==> src/hdl/wdt_pkg.sv <==
// package for the watchdog reset timer: register offsets, widths, counts, states
// assumes clk_sys_in is the oscillator clock that the watchdog counts
`default_nettype none
package wdt_pkg;
   // bus map
   localparam logic [15:0] WDT_SERVICE_ADDR = 16'hffff; // watchdog_service location
   localparam int WDT_DATA_W = 8;
   localparam int WDT_ADDR_W = 16;
   // counting chain
   localparam int WDT_PRE_W = 12;
   localparam int WDT_CNT_W = 6;
   localparam int WDT_PRE_KEEP = 4; // stages 4..1 survive a service write
   localparam logic [WDT_CNT_W-1:0] WDT_CNT_LONG_LAST = 6'h3f; // 2^18 - 2^4 option
   localparam logic [WDT_CNT_W-1:0] WDT_CNT_SHORT_LAST = 6'h01; // 2^13 - 2^4 option
   localparam logic WDT_RATE_SHORT = 1'h1;
   // timing, in oscillator cycles, and the widths of the counters that time it
   localparam int WDT_RST_PIN_CYCLES = 32;
   localparam int WDT_POR_CLR_CYCLES = 4096;
   localparam int WDT_PULSE_W = 6;
   localparam int WDT_POR_W = 13;
   // top-level sequencing
   typedef enum logic [2:0] {
      WDT_ST_POR_WAIT = 3'h1,
      WDT_ST_RUN = 3'h2,
      WDT_ST_RESET = 3'h4
   } wdt_state_t;
endpackage
`default_nettype wire

==> src/hdl/wdt_top.sv <==
// watchdog reset timer: service location on the cpu bus, counting chain, reset driver
// assumes clk_sys_in is the oscillator clock and rst_in is the power-on reset
// assumes bus, mode and configuration inputs are synchronous to clk_sys_in
`default_nettype none
// Summary of operation
// 12-bit prescaler drives 6-bit counter
// overflow after 2^18-2^4 or 2^13-2^4 cycles
// rate select 1 short, 0 long
// any write to service clears counter, prescaler stages 12..5
// service read returns reset vector low byte
// reset drives pin low 32 cycles, sets flag
// stop instruction clears prescaler
// prescaler cleared 4096 cycles after power-up
// internal reset clears prescaler and counter
// reset vector fetch clears prescaler
// disable input 1 turns watchdog off
// monitor with test voltage holds watchdog off
// blank-vector monitor entry disables until power-on
// break plus reset-pin test voltage disables
// wait mode keeps counting and resetting
// stop mode gates clock, clears prescaler
// stop while disallowed gives illegal-opcode reset
// stop enable 1 allows, 0 illegal
// never raises a cpu interrupt
// counter steps on carry, overflow synchronous
module wdt_top #(
   parameter int POR_CLR_CYCLES = wdt_pkg::WDT_POR_CLR_CYCLES,
   parameter int RST_PIN_CYCLES = wdt_pkg::WDT_RST_PIN_CYCLES
) (
   input wire logic clk_sys_in,
   input wire logic rst_in,
   // cpu bus
   input wire logic [wdt_pkg::WDT_ADDR_W-1:0] bus_addr_in,
   input wire logic bus_wr_in,
   input wire logic bus_rd_in,
   input wire logic [wdt_pkg::WDT_DATA_W-1:0] bus_wdata_in,
   input wire logic [wdt_pkg::WDT_DATA_W-1:0] reset_vector_low_in,
   output logic [wdt_pkg::WDT_DATA_W-1:0] bus_rdata_out,
   output logic bus_rdata_valid_out,
   // configuration bits
   input wire logic timeout_rate_select_in,
   input wire logic watchdog_disable_in,
   input wire logic stop_enable_in,
   // cpu and system events
   input wire logic stop_exec_in,
   input wire logic stop_mode_in,
   input wire logic wait_mode_in,
   input wire logic vector_fetch_in,
   input wire logic internal_reset_in,
   input wire logic cause_flag_clear_in,
   // monitor and break
   input wire logic monitor_mode_in,
   input wire logic monitor_via_irq_in,
   input wire logic irq_test_high_voltage_in,
   input wire logic rst_pin_test_high_voltage_in,
   input wire logic break_active_in,
   // reset outputs
   output logic reset_pin_low_out,
   output logic chip_reset_req_out,
   output logic watchdog_cause_flag_out,
   output logic illegal_opcode_reset_out,
   output logic stop_entry_out,
   output logic [wdt_pkg::WDT_CNT_W-1:0] count_out
);
   // registered state; every next_ value is computed in an always_comb
   // and only copied in the single always_ff at the end of the module
   // por_cnt is sized for the default settle time, not for a shortened one
   wdt_pkg::wdt_state_t state;
   wdt_pkg::wdt_state_t next_state;
   logic [wdt_pkg::WDT_POR_W-1:0] por_cnt;
   logic [wdt_pkg::WDT_POR_W-1:0] next_por_cnt;
   logic blank_monitor_off;
   logic next_blank_monitor_off;
   logic cause_flag;
   logic next_cause_flag;
   logic [wdt_pkg::WDT_DATA_W-1:0] rdata;
   logic [wdt_pkg::WDT_DATA_W-1:0] next_rdata;
   logic rdata_valid;
   logic next_rdata_valid;
   logic illegal;
   logic next_illegal;
   logic stop_entry;
   logic next_stop_entry;
   logic chip_req;
   logic next_chip_req;
   logic pin_low;
   logic next_pin_low;
   logic [wdt_pkg::WDT_CNT_W-1:0] cnt_q;

   // decode and chain hookup, all combinational
   logic svc_hit;
   logic svc_wr;
   logic svc_rd;
   logic disabled;
   logic run;
   logic clr_all;
   logic clr_pre;
   logic por_done;
   logic overflow;
   logic pulse_active;
   logic timeout;
   logic [wdt_pkg::WDT_CNT_W-1:0] chain_count;

   // address decode, shared by read and write paths
   // full 16-bit compare: the neighbouring vector byte must not service the watchdog
   // the vector fetch arrives as its own strobe, not through this decode
   function automatic logic hits_service(input logic [wdt_pkg::WDT_ADDR_W-1:0] a);
      hits_service = (a == wdt_pkg::WDT_SERVICE_ADDR);
   endfunction

   assign svc_hit = hits_service(bus_addr_in);
   assign svc_wr = bus_wr_in & svc_hit;
   assign svc_rd = bus_rd_in & svc_hit;
   assign por_done = (por_cnt == wdt_pkg::WDT_POR_W'(POR_CLR_CYCLES));

   // a counted timeout only matters while the watchdog is on; a disable that
   // arrives in the overflow cycle itself still suppresses the reset
   // used by the sequencer, the cause flag, the stretcher and the request
   assign timeout = overflow & ~disabled;

   // disable sources; the blank-vector case sticks until the next power-on
   // every source forces the chain clear, so leaving any of them starts a full period
   // monitor disable needs the irq entry and a test voltage on either pin
   always_comb begin
      disabled = watchdog_disable_in;
      if (monitor_mode_in & monitor_via_irq_in &
         (irq_test_high_voltage_in | rst_pin_test_high_voltage_in)) begin
         disabled = 1'b1;
      end
      if (blank_monitor_off) begin
         disabled = 1'b1;
      end
      if (break_active_in & rst_pin_test_high_voltage_in) begin
         disabled = 1'b1;
      end
   end

   // counting is gated in stop mode; wait mode leaves the chain running
   // stop mode is a level from the clock control; the prescaler clears while it stands
   always_comb begin
      run = ~disabled & ~stop_mode_in & (state == wdt_pkg::WDT_ST_RUN);
      // wait mode deliberately has no effect on run
      if (wait_mode_in) begin
         run = ~disabled & ~stop_mode_in & (state == wdt_pkg::WDT_ST_RUN);
      end
      // disabled or resetting holds the chain clear so enabling starts fresh
      clr_all = internal_reset_in | disabled | (state == wdt_pkg::WDT_ST_RESET);
      clr_pre = (stop_exec_in & stop_enable_in)
         | stop_mode_in
         | vector_fetch_in
         | ((state == wdt_pkg::WDT_ST_POR_WAIT) & por_done);
   end

   // long option: 64 carries of the 12-bit prescaler; short option: 2 carries
   // a service keeps prescaler stages 4..1, so the period from a service is
   // shorter than the full count by whatever those stages held
   // rate select is a level; a change mid-period acts at the next carry
   wdt_chain #(
      .PRE_W(wdt_pkg::WDT_PRE_W),
      .CNT_W(wdt_pkg::WDT_CNT_W)
   ) u_chain (
      .clk_sys_in(clk_sys_in),
      .rst_in(rst_in),
      .run_in(run),
      .rate_short_in(timeout_rate_select_in == wdt_pkg::WDT_RATE_SHORT),
      .clr_all_in(clr_all),
      .clr_service_in(svc_wr),
      .clr_pre_in(clr_pre),
      .overflow_out(overflow),
      .count_out(chain_count)
   );

   // the stretcher counts the pin time; the trigger cycle is not part of it,
   // so the pin sees exactly RST_PIN_CYCLES low cycles
   wdt_pulse #(
      .LEN(RST_PIN_CYCLES),
      .W(wdt_pkg::WDT_PULSE_W)
   ) u_pulse (
      .clk_sys_in(clk_sys_in),
      .rst_in(rst_in),
      .trig_in(timeout),
      .active_out(pulse_active)
   );

   // sequencing: power-on wait, normal counting, reset pin drive
   // timeline of a timeout: c0 chain overflow, c1 flag, request and reset state,
   // c2 pin low, c33 last pin-low cycle, then counting again from a clear chain
   // the chain is held clear for the whole reset state, so no second timeout
   // can start inside a pulse
   always_comb begin
      next_state = state;
      next_por_cnt = por_cnt;
      case (state)
         wdt_pkg::WDT_ST_POR_WAIT: begin
            // chain stays idle until the power-on settle time has passed
            // the prescaler clear at the end of the wait comes through clr_pre
            if (por_done) begin
               next_state = wdt_pkg::WDT_ST_RUN;
            end else begin
               next_por_cnt = por_cnt + 1'b1;
            end
         end
         wdt_pkg::WDT_ST_RUN: begin
            if (timeout) begin
               next_state = wdt_pkg::WDT_ST_RESET;
            end
         end
         wdt_pkg::WDT_ST_RESET: begin
            // leave only once the stretcher has run out
            if (~pulse_active) begin
               next_state = wdt_pkg::WDT_ST_RUN;
            end
         end
         default: begin
            // an unknown code falls back to the power-on wait, the safe state
            next_state = wdt_pkg::WDT_ST_POR_WAIT;
         end
      endcase
   end

   // flags and pulses; a new timeout wins over a clear in the same cycle
   always_comb begin
      next_blank_monitor_off = blank_monitor_off;
      // blank-vector monitor entry latches; only the power-on reset releases it
      if (monitor_mode_in & ~monitor_via_irq_in) begin
         next_blank_monitor_off = 1'b1;
      end
      next_cause_flag = cause_flag;
      if (cause_flag_clear_in) begin
         next_cause_flag = 1'b0;
      end
      if (timeout) begin
         next_cause_flag = 1'b1;
      end
      // stop outcome: exactly one of the two pulses per executed stop instruction
      next_illegal = stop_exec_in & ~stop_enable_in;
      next_stop_entry = stop_exec_in & stop_enable_in;
      // request follows the pin drive so the chip stays in reset throughout
      next_chip_req = timeout
         | (pulse_active & (next_state == wdt_pkg::WDT_ST_RESET));
      // pin follows the stretcher only; it rises one cycle after the request and falls with it
      next_pin_low = pulse_active;
   end

   // service read returns the vector byte, never watchdog state
   // data is zero outside a hit so the bus sees no stale vector byte
   // read and write share the location; a read never restarts the timeout
   always_comb begin
      next_rdata = '0;
      next_rdata_valid = svc_rd;
      if (svc_rd) begin
         next_rdata = reset_vector_low_in;
      end
   end

   // registers only; the asynchronous reset branch loads constants alone, so
   // the power-on state is known before the first clock edge
   // pin_low rises one cycle after the request and falls in the same cycle as it, see the timeline above
   always_ff @(posedge clk_sys_in or posedge rst_in) begin
      if (rst_in) begin
         state <= wdt_pkg::WDT_ST_POR_WAIT;
         por_cnt <= '0;
         blank_monitor_off <= 1'b0;
         cause_flag <= 1'b0;
         rdata <= '0;
         rdata_valid <= 1'b0;
         illegal <= 1'b0;
         stop_entry <= 1'b0;
         chip_req <= 1'b0;
         pin_low <= 1'b0;
         cnt_q <= '0;
      end else begin
         state <= next_state;
         por_cnt <= next_por_cnt;
         blank_monitor_off <= next_blank_monitor_off;
         cause_flag <= next_cause_flag;
         rdata <= next_rdata;
         rdata_valid <= next_rdata_valid;
         illegal <= next_illegal;
         stop_entry <= next_stop_entry;
         chip_req <= next_chip_req;
         pin_low <= next_pin_low;
         cnt_q <= chain_count;
      end
   end

   // every output straight from a flip-flop; no interrupt output exists
   // count_out is the registered copy of the chain count, one cycle late
   // the only action of a timeout is a reset, never an interrupt request
   assign bus_rdata_out = rdata;
   assign bus_rdata_valid_out = rdata_valid;
   assign reset_pin_low_out = pin_low;
   assign chip_reset_req_out = chip_req;
   assign watchdog_cause_flag_out = cause_flag;
   assign illegal_opcode_reset_out = illegal;
   assign stop_entry_out = stop_entry;
   assign count_out = cnt_q;
endmodule
`default_nettype wire

==> src/hdl/wdt_chain.sv <==
// prescaler and timeout counter of the watchdog
// assumes clears are synchronous pulses or levels from the top module
`default_nettype none
module wdt_chain #(
   parameter int PRE_W = wdt_pkg::WDT_PRE_W,
   parameter int CNT_W = wdt_pkg::WDT_CNT_W
) (
   input wire logic clk_sys_in,
   input wire logic rst_in,
   input wire logic run_in,
   input wire logic rate_short_in,
   input wire logic clr_all_in,
   input wire logic clr_service_in,
   input wire logic clr_pre_in,
   output logic overflow_out,
   output logic [CNT_W-1:0] count_out
);
   logic [PRE_W-1:0] pre;
   logic [PRE_W-1:0] next_pre;
   logic [CNT_W-1:0] cnt;
   logic [CNT_W-1:0] next_cnt;
   logic next_overflow;
   logic carry;
   logic [CNT_W-1:0] last;

   // counter steps on the prescaler carry; overflow seen here, in the clock domain
   always_comb begin
      next_pre = pre;
      next_cnt = cnt;
      next_overflow = 1'b0;
      carry = &pre;
      last = rate_short_in ? wdt_pkg::WDT_CNT_SHORT_LAST : wdt_pkg::WDT_CNT_LONG_LAST;
      if (clr_all_in) begin
         next_pre = '0;
         next_cnt = '0;
      end else if (run_in) begin
         next_pre = pre + 1'b1;
         if (carry) begin
            next_cnt = cnt + 1'b1;
            if (cnt == last) begin
               next_overflow = 1'b1;
               next_cnt = '0;
            end
         end
         // a service keeps the lowest stages so the period is 2^n less their value
         if (clr_service_in) begin
            next_cnt = '0;
            next_pre = {{(PRE_W-wdt_pkg::WDT_PRE_KEEP){1'b0}},
               pre[wdt_pkg::WDT_PRE_KEEP-1:0]};
         end
         if (clr_pre_in) begin
            next_pre = '0;
         end
      end else begin
         if (clr_service_in) begin
            next_cnt = '0;
            next_pre = {{(PRE_W-wdt_pkg::WDT_PRE_KEEP){1'b0}},
               pre[wdt_pkg::WDT_PRE_KEEP-1:0]};
         end
         if (clr_pre_in) begin
            next_pre = '0;
         end
      end
   end

   always_ff @(posedge clk_sys_in or posedge rst_in) begin
      if (rst_in) begin
         pre <= '0;
         cnt <= '0;
         overflow_out <= 1'b0;
      end else begin
         pre <= next_pre;
         cnt <= next_cnt;
         overflow_out <= next_overflow;
      end
   end

   assign count_out = cnt;
endmodule
`default_nettype wire

==> src/hdl/wdt_pulse.sv <==
// stretches a one-cycle trigger into a fixed-length active pulse
// assumes trigger is a synchronous one-cycle pulse
`default_nettype none
module wdt_pulse #(
   parameter int LEN = wdt_pkg::WDT_RST_PIN_CYCLES,
   parameter int W = wdt_pkg::WDT_PULSE_W
) (
   input wire logic clk_sys_in,
   input wire logic rst_in,
   input wire logic trig_in,
   output logic active_out
);
   logic [W-1:0] left;
   logic [W-1:0] next_left;

   // retrigger while active restarts the full length
   always_comb begin
      next_left = left;
      if (trig_in) begin
         next_left = W'(LEN);
      end else if (left != '0) begin
         next_left = left - 1'b1;
      end
   end

   always_ff @(posedge clk_sys_in or posedge rst_in) begin
      if (rst_in) begin
         left <= '0;
      end else begin
         left <= next_left;
      end
   end

   assign active_out = (left != '0);
endmodule
`default_nettype wire

==> config.mk <==
export PLATFORM = sky130hd
export DESIGN_NAME = wdt_top
export DESIGN_NICKNAME = d
export VERILOG_FILES = /design/src/hdl/wdt_pkg.sv /design/src/hdl/wdt_top.sv /design/src/hdl/wdt_chain.sv /design/src/hdl/wdt_pulse.sv
export SDC_FILE = /design/constraint.sdc
export NUM_CORES = 1
export LEC_CHECK = 0
export BUFFER_PORTS_ARGS = -buffer_cell sky130_fd_sc_hd__buf_2
export CELL_PAD_IN_SITES_DETAIL_PLACEMENT = 1
export CELL_PAD_IN_SITES_GLOBAL_PLACEMENT = 1
export CORE_MARGIN = 4
export CORE_UTILIZATION = 40
export DETAILED_ROUTE_END_ITERATION = 10
export GPL_ROUTABILITY_DRIVEN = 0
export PLACE_DENSITY_LB_ADDON = 0.12
export SYNTH_ARGS = -nofsm -noshare
export SYNTH_HDL_FRONTEND = slang
export SYNTH_SLANG_ARGS = --single-unit
==> constraint.sdc <==
create_clock -name clk_sys_in -period 2.9 [get_ports clk_sys_in]
set_clock_uncertainty 0.2 [all_clocks]
set_input_delay 0.435 -clock clk_sys_in [delete_from_list [all_inputs] [get_ports clk_sys_in]]
set_output_delay 0.435 -clock clk_sys_in [all_outputs]
set_load 0.005 [all_outputs]
## Word-level counts from Yosys, hierarchy flattened

Index checks and enable logic that the tools add are counted.

| word-level totals | value |
|---|---|
| input port bits | 50 |
| register bits | 62 |

| cells by class | value |
|---|---|
| add/sub/neg operators | 4 |
| eq/ne operators | 8 |
| bitwise operators | 25 |
| multiplexer cells | 29 |
| reductions and logical operators | 11 |

Operators by type and width:

| kind | count |
|---|---|
| 12-bit 2-to-1 mux | 6 |
| 6-bit 2-to-1 mux | 9 |
| 16-bit equality test, second input constant | 1 |
| 13-bit by 1-bit adder with 13-bit output, second input constant | 1 |
| 1-bit AND | 13 |
| 13-bit equality test, second input constant | 1 |
| 12-bit by 1-bit adder with 12-bit output, second input constant | 1 |
| 12-bit AND reduction | 1 |
| 1-bit 2-to-1 mux | 9 |
| 3-bit 2-to-1 mux | 3 |
| 3-bit one-hot mux with 3 select lines | 1 |
| 3-bit nonzero test | 3 |
| 8-bit 2-to-1 mux | 1 |
| 1-bit OR | 7 |
| 6-bit by 1-bit adder with 6-bit output, second input constant | 1 |
| 3-bit equality test, second input constant | 2 |
| 6-bit equality test | 1 |
| 2-bit AND reduction | 3 |
| 6-bit nonzero test | 1 |
| 6-bit by 1-bit subtractor with 6-bit output, second input constant | 1 |
| 1-bit inverter | 5 |
| 2-bit nonzero test | 2 |
| 4-bit nonzero test | 1 |
| 3-bit by 1-bit equality test with 1-bit output, second input constant | 1 |
| other kinds (2) | 2 |

## Depth between registers and ports, before layout

Gate-level depths: netlist of the first run.

| logic depth | value |
|---|---|
| depth in word-level cells | 12 |
| mapped depth | 8 |
| gate-level depth less buffers | 7 |

## Hierarchy

Synthesis of the first run repeated with hierarchy kept, for this count alone.

| unflattened totals | value |
|---|---|
| cell total of the unflattened synthesis | 280 |
| area, all modules | 2981.6 µm² |

By module, submodules not included:

| module | seq. area each (µm²) | times used | area each (µm²) | cells each |
|---|---|---|---|---|
| wdt_top | 927.1 | 1 | 1572.8 | 141 |
| wdt_chain | 475.5 | 1 | 1058.5 | 105 |
| wdt_pulse | 150.1 | 1 | 350.3 | 34 |

## Least setup slack after synthesis of the first run

OpenSTA, ideal clock, no wires.

| timing path | value |
|---|---|
| kind | flip-flop to flip-flop |
| from | register state[2] |
| to | register u_chain.cnt[5] (netlist: u_chain.count_out[5]) |
| arrival time | 2337 ps |
| setup slack | 285 ps |
| period minus slack after synthesis | 2615 ps |
| path buffers | 2 |
| stages on the path, launching flop included | 8 |
| required time | 2622 ps |
| cell sequence | dfrtp_1 buf_6 nor4b_4 nand4_2 or4_1 buf_2 or4b_1 a21oi_1 |

| on the way | value |
|---|---|
| word-level cells in the longest chain between the ends | 4 |
| elaborated cells between the ends (all ways) | 9 |
| classes of those cells | eq/ne (2); mux (2); bitwise (2); reduce/logical (3) |

RTL lines:

| what | RTL line | text |
|---|---|---|
| start, declared | wdt_top.sv:68 | `wdt_pkg::wdt_state_t state;` |
| start signal, assigned | wdt_top.sv:261 | `state <= wdt_pkg::WDT_ST_POR_WAIT;` |
| start signal, assigned | wdt_top.sv:273 | `state <= next_state;` |
| 3-bit equality test / 3-bit by 2-bit equality test with 1-bit output (equally long branches) | wdt_top.sv:147, wdt_top.sv:141, wdt_top.sv:144 |  |
| 1-bit OR / 1-bit AND (equally long branches) | wdt_top.sv:147, wdt_top.sv:141, wdt_top.sv:144 |  |
| 3-bit nonzero test (no source line) / 6-bit 2-to-1 mux (equally long branches) | -- |  |
| 2-bit AND reduction (no source line) / 6-bit 2-to-1 mux (equally long branches) | -- |  |
| end signal, assigned | wdt_chain.sv:73 | `cnt <= next_cnt;` |
| end, declared | wdt_chain.sv:20 | `logic [CNT_W-1:0] cnt;` |

Several ways; a longest one is shown, not always the timed one.
A chain may end at the register's enable or synchronous reset.

## Final worst setup path of the first run

Same ends and word-level chain as after synthesis.

==> results of run 1 <==
## worst min path at each step
stage                                     startpoint                                 end  slack, ps  cells past startpoint
floorplan           u_chain.count_out[5]$_DFFE_PP0P_              count_out[5]$_DFF_PP0_        190                      0
global placement    u_chain.count_out[5]$_DFFE_PP0P_              count_out[5]$_DFF_PP0_        240                      0
detailed placement  u_chain.count_out[5]$_DFFE_PP0P_              count_out[5]$_DFF_PP0_        250                      0
CTS                                   stop_enable_in  illegal_opcode_reset_out$_DFF_PP0_         40                      2
global route                          stop_enable_in  illegal_opcode_reset_out$_DFF_PP0_         40                      2
finish                                stop_enable_in  illegal_opcode_reset_out$_DFF_PP0_         50                      2
## sequential cells by signal, indices dropped and copies added (netlist names), 3 cells and up
register	flops
bus_rdata_out	8
state	3
u_chain.count_out	6
u_pulse.left	6
count_out	6
u_chain.pre	12
por_cnt	13
## cell families (layout without fill, tap and decap cells)
family | Yosys count | after routing | share of synthesized area
xor gates and xnor gates | 19 | 19 | 0.0579
adders and majority gates | 6 | 6 | 0.0261
buffers and inverters | 18 | 99 | 0.0265
AOI/OAI and AO/OA | 34 | 34 | 0.0740
DFF | 62 | 62 | 0.540
muxes | 2 | 2 | 0.00783
and+or+nand+nor | 135 | 135 | 0.268
## worst max-delay path, stage by stage (launching register included)
cell     delay [ps]
dfrtp_1         480
nor4b_4         350
nand4_2         150
or4_1           550
or4b_1          510
a21oi_1         150
## Yosys cell counts (2+ instances only)
cell,number,area [um^2]
a311oi_1,2,17.5
nor4_1,5,31.3
xnor2_1,13,114
nand4_1,8,50.1
nand3_1,14,70.1
nor4b_1,3,26.3
a21oi_1,12,60.1
ha_1,6,75.1
and4_1,2,17.5
nor3_1,15,75.1
and3_1,18,113
dfrtp_1,61,1530
nand2_1,20,75.1
and2_1,3,18.8
nor2b_1,3,18.8
mux2_2,2,22.5
nor2_1,22,82.6
xor2_1,6,52.6
nand3b_1,2,15.0
o21ai_0,7,35.0
nand4b_1,2,17.5
nand2b_1,3,18.8
a211oi_1,5,37.5
inv_1,10,37.5
nor3b_1,3,22.5
clkbuf_1,6,22.5
## report_power, final
part	internal [mW]	leakage [nW]	switching [mW]
clock network	0.332	0.0844	0.316
registers	0.866	0.826	0.000337
logic	0.0258	0.744	0.0325
total	1.22	1.65	0.349
## cell usage in the layout, fill, tap and decap left out, types with 6 or more instances in the layout
master / instances
nor2_1: 22
buf_2: 60
clkbuf_8: 10
xnor2_1: 13
buf_4: 12
a21oi_1: 12
inv_1: 9
o21ai_0: 7
ha_1: 6
nand3_1: 14
nand2_1: 20
dfrtp_1: 61
nor3_1: 15
xor2_1: 6
and3_1: 18
nand4_1: 8
## routing by layer
layer | global-route usage | wire [um]
met3 | 0.0374 | 147
met5 | 0 | 0
met1 | 0.230 | 3150
met2 | 0.321 | 3950
met4 | 0.0842 | 93
## per-stage QoR
step           instance area (um^2)   util  hold WS (ps)  setup WS (ps)  total power, mW
6_report                       3520  0.510          55.0            422             1.57
5_1_grt                        3520  0.510          35.2            277             1.66
3_5_place_dp                   3350  0.485           248            332            0.942
3_3_place_gp                   3350  0.485           237            354            0.940
4_1_cts                        3520  0.510          38.9            407             1.60
2_1_floorplan                  2880      -           195            285            0.901
## repair_timing
item | 4_1_cts | 5_1_grt
hold buffers | 1 | 0
buffers inserted | 0 | 0
endpoints found under the hold margin | 18 | 0
## layout make-up
cell class | count | area (um^2) | share of cell area
repair buffers | 73 | 400 | 0.114
well taps | 96 | 120 | 0.0341
inverters | 10 | 37.5 | 0.0107
clock buffers | 14 | 153 | 0.0434
multi-input cells | 196 | 1250 | 0.354
flip-flops and latches | 62 | 1550 | 0.441
clock inverters | 2 | 10.0 | 0.00284
==> flow_metrics.env, run 1 <==
export IMPL_setup_worst_path_start_class="register"
export IMPL_worst_supply_voltage_drop_on_vdd_v=0.000208
export IMPL_worst_ep_arrival_time_ps=2530
export IMPL_drc=0
export IMPL_numCtsBuffers=9
export IMPL_final_number_of_setup_violating_endpoints=0
export IMPL_core_um2=6910
export IMPL_hold_path_class="input pin to register"
export IMPL_io_pins=70
export IMPL_cell_area_after_technology_mapping_um2=2880
export IMPL_synthesis_nets=332
export IMPL_route_final_wire_length_um=7330
export IMPL_grt_start_max_net_pins=28
export IMPL_cp_required_ps=2950
export IMPL_worst_skew_pair_late_latency_ps=330
export IMPL_via_per_inst=5.19
export IMPL_initial_antenna_violation_count=0
export IMPL_rr_worst_depth=5
export IMPL_worstSetupStartpoint="state[2]$_DFF_PP0_"
export IMPL_n_fill_cell=814
export IMPL_die_y_um=92.8
export IMPL_post_place_cells=436
export IMPL_synth_ff_latch_count=62
export IMPL_timing_worst_setup_path_type="register to register"
export IMPL_timing_critical_path_to="u_chain.count_out[5]$_DFFE_PP0P_"
export IMPL_yosys_cell_types_count=49
export IMPL_die_area_um2=8610
export IMPL_max_clock_freq_ghz=0.404
export IMPL_route_vias_total=2349
export IMPL_first_global_vias=2544
export IMPL_syn_inst=276
export IMPL_final_min_clock_period_ps=2480
export IMPL_numClockSinks=62
export IMPL_wl_per_cell_um=16.2
export IMPL_maxSlewHeadroom=0.717
export IMPL_tritoncts_clock_tree="yes"
export IMPL_regToRegStartpoint="state[2]$_DFF_PP0_"
export IMPL_grt_ovfl_total=0
export IMPL_initial_utilization=0.416
export IMPL_dieWidth_um=92.8
export IMPL_max_clock_path_buffers=2
export IMPL_power_per_cell_area_nw_per_um2=447
export IMPL_ys_async_sr_fraction=1.00
export IMPL_nets=408
export IMPL_kind_of_end_point_of_the_critical_path="register"
export IMPL_edff_count_synth=0
export IMPL_postRouteAntennaNets=0
export IMPL_total_of_cells_resized_after_clock_tree_synthesis=0
export IMPL_synth_yosys_seq_area_share=0.540
export IMPL_placement_io_buffers=60
export IMPL_timing_worst_slew_pin_value_ps=421
export IMPL_max_cap_viol_count=0
export IMPL_clk_pin_slew_worst_paths_ps=70
export IMPL_final_instance_count_excl_fill=453
export IMPL_drt_pass1_iterations=4
export IMPL_run_status="completed"
export IMPL_critical_path_max_fanout=8
export IMPL_finalCritPeriodShare=0.855
export IMPL_worstReg2RegEnd="u_chain.count_out[5]$_DFFE_PP0P_"
export IMPL_rsz0062_at_grt="no"
export IMPL_finalMaxSlewViolations=0
export IMPL_area_growth_pct=22.4
export IMPL_drt_iter0_markers=47
export IMPL_post_synth_cell_area_avg_um2=10.4
export IMPL_dominantRegCellSynth="dfrtp_1"
export IMPL_leakagePower_nw=1.65
export IMPL_antenna_cells=0
export IMPL_htree_levels=3
export IMPL_grt_total_usage=0.188
export IMPL_detailed_place_hpwl_um=5620
export IMPL_ys_warn_count=0
export IMPL_fin_tns_setup_ps=0
export IMPL_hold_viol_final=0
export IMPL_ff2ff_setup_slack_ps=420
export IMPL_layout_cell_share_with_drive_strength_beyond_1=0.266
export IMPL_wire_length_of_the_first_global_routing_pass_um=12600
export IMPL_clock_root_buffer="clkbuf_8"
export IMPL_placement_rows=30
Note: power is estimated with default switching activity, not from simulation.
==> run 2: changes to the inputs <==
- CORE_UTILIZATION: 40 -> 41
==> flow_metrics.env, run 2 (synthesis gave the netlist of run 1 again) <==
export IMPL_kind_of_end_point_of_the_critical_path="register"
export IMPL_drt_pass1_iterations=4
export IMPL_die_area_um2=8420
export IMPL_drt_iter0_markers=58
export IMPL_max_flop_register="por_cnt"
export IMPL_largest_register_ff_count=13
export IMPL_hold_viol_final=0
export IMPL_numCtsBuffers=9
export IMPL_ff2ff_setup_slack_ps=430
export IMPL_mostFrequentLayoutCell="dfrtp_1"
export IMPL_m1WireLength_um=3010
export IMPL_initial_antenna_violation_count=0
export IMPL_die_y_um=91.7
export IMPL_htree_levels=3
export IMPL_run_status="completed"
export IMPL_grt_total_usage=0.184
export IMPL_max_clock_path_buffers=2
export IMPL_leakagePower_nw=1.64
export IMPL_route_final_wire_length_um=7000
export IMPL_fin_tns_setup_ps=0
export IMPL_final_min_clock_period_ps=2470
export IMPL_rr_worst_depth=5
export IMPL_initial_utilization=0.423
export IMPL_placement_cell_area_um2=3330
export IMPL_max_clock_freq_ghz=0.405
export IMPL_wl_per_cell_um=15.6
export IMPL_maxSlewHeadroom=0.480
export IMPL_postRouteAntennaNets=0
export IMPL_worst_ep_arrival_time_ps=2530
export IMPL_dieWidth_um=91.7
export IMPL_route_vias_total=2319
export IMPL_route_met3_wl_um=194
export IMPL_power_per_cell_area_nw_per_um2=450
export IMPL_critical_path_max_fanout=8
export IMPL_grt_ovfl_total=0
export IMPL_worst_skew_pair_late_latency_ps=330
export IMPL_tritoncts_clock_tree="yes"
export IMPL_placement_io_buffers=60
export IMPL_core_um2=6790
export IMPL_setup_worst_path_start_class="register"
export IMPL_drc=0
export IMPL_via_per_inst=5.15
export IMPL_timing_worst_slew_pin_value_ps=780
export IMPL_total_of_cells_resized_after_clock_tree_synthesis=0
export IMPL_max_cap_viol_count=0
export IMPL_area_growth_pct=21.5
export IMPL_hold_path_depth=2
export IMPL_post_cts_buffers=0
export IMPL_hold_buf_cts=0
export IMPL_layout_cells_most_common_list="61 x dfrtp_1, 60 x buf_2, 22 x nor2_1, 20 x nand2_1, 18 x and3_1"
export IMPL_cp_required_ps=2960
export IMPL_clk_pin_slew_worst_paths_ps=70
export IMPL_clock_root_buffer="clkbuf_8"
export IMPL_grt_start_max_net_pins=63
export IMPL_rsz0062_at_grt="no"
export IMPL_antenna_cells=0
export IMPL_max_layer_used="met4"
export IMPL_numClockSinks=62
export IMPL_wire_length_of_the_first_global_routing_pass_um=12200
export IMPL_detailroute_wirelength_met2_um=3720
export IMPL_timing_worst_setup_path_type="register to register"
export IMPL_finalCritPeriodShare=0.851
export IMPL_first_global_vias=2463
export IMPL_finalInstanceArea_um2=3490
export IMPL_detailed_place_hpwl_um=5140
export IMPL_placement_rows=30
export IMPL_hold_path_class="input pin to register"
export IMPL_io_pins=70
export IMPL_layout_cell_share_with_drive_strength_beyond_1=0.260
export IMPL_final_number_of_setup_violating_endpoints=0
export IMPL_finalMaxSlewViolations=0
export IMPL_nets=405
export IMPL_worst_supply_voltage_drop_on_vdd_v=0.000238
[run 2: changes by cell type in the layout (fill, tap and decap cells not counted), sizes merged]
| cell | previous run | this run |
|---|---|---|
| clkinv | 2 | 1 |
| dlygate4sd3 | 1 | 0 |
| buf | 72 | 70 |
| clkbuf | 14 | 15 |
[run 2: critical path, stage by stage (launching register included)]
cell and delay [ps]:
dfrtp_1 480, nor4b_4 350, nand4_2 150, or4_1 560, or4b_1 520, a21oi_1 140
[run 2: per-stage QoR]
step                      utilization  total power [mW]  hold WS, ps  std cells  setup WS [ps]
after floorplan                     -             0.901          195        276            285
after global placement          0.490             0.938          231        434            359
after detailed placement        0.490             0.940          244        434            345
after CTS                       0.514              1.60         68.2        450            411
after global routing            0.514              1.66         65.4        450            273
final                           0.514              1.57         90.4        450            432
[run 2: final timing paths]
path                                                  endpoint                             start
setup / recovery              u_chain.count_out[5]$_DFFE_PP0P_                state[2]$_DFF_PP0_
max in group asynchronous     u_chain.count_out[2]$_DFFE_PP0P_                            rst_in
hold reg to reg                         count_out[5]$_DFF_PP0_  u_chain.count_out[5]$_DFFE_PP0P_
setup reg to reg              u_chain.count_out[5]$_DFFE_PP0P_                state[2]$_DFF_PP0_
min in group asynchronous           bus_rdata_out[7]$_DFF_PP0_                            rst_in
hold / removal             watchdog_cause_flag_out$_DFFE_PP0P_               cause_flag_clear_in
[run 2: area by class of cell]
type	instances	area, um^2
Clock buffer	15	156
Clock inverter	1	5.00
Fill cell	776	3300
Inverter	10	37.5
Multi-Input combinational cell	196	1250
Sequential cell	62	1550
Tap cell	96	120
Timing Repair Buffer	70	375
[run 2: layer usage]
layer / global-route usage / up-vias
met5: 0 / -
met4: 0.0532 / 0
met3: 0.0632 / 6
met2: 0.311 / 28
met1: 0.224 / 1158
li1: - / 1127
[run 2: power by group]
group | internal [mW] | switching [mW]
combinational | 0.0241 | 0.0315
sequential | 0.866 | 0.000362
clock | 0.334 | 0.314
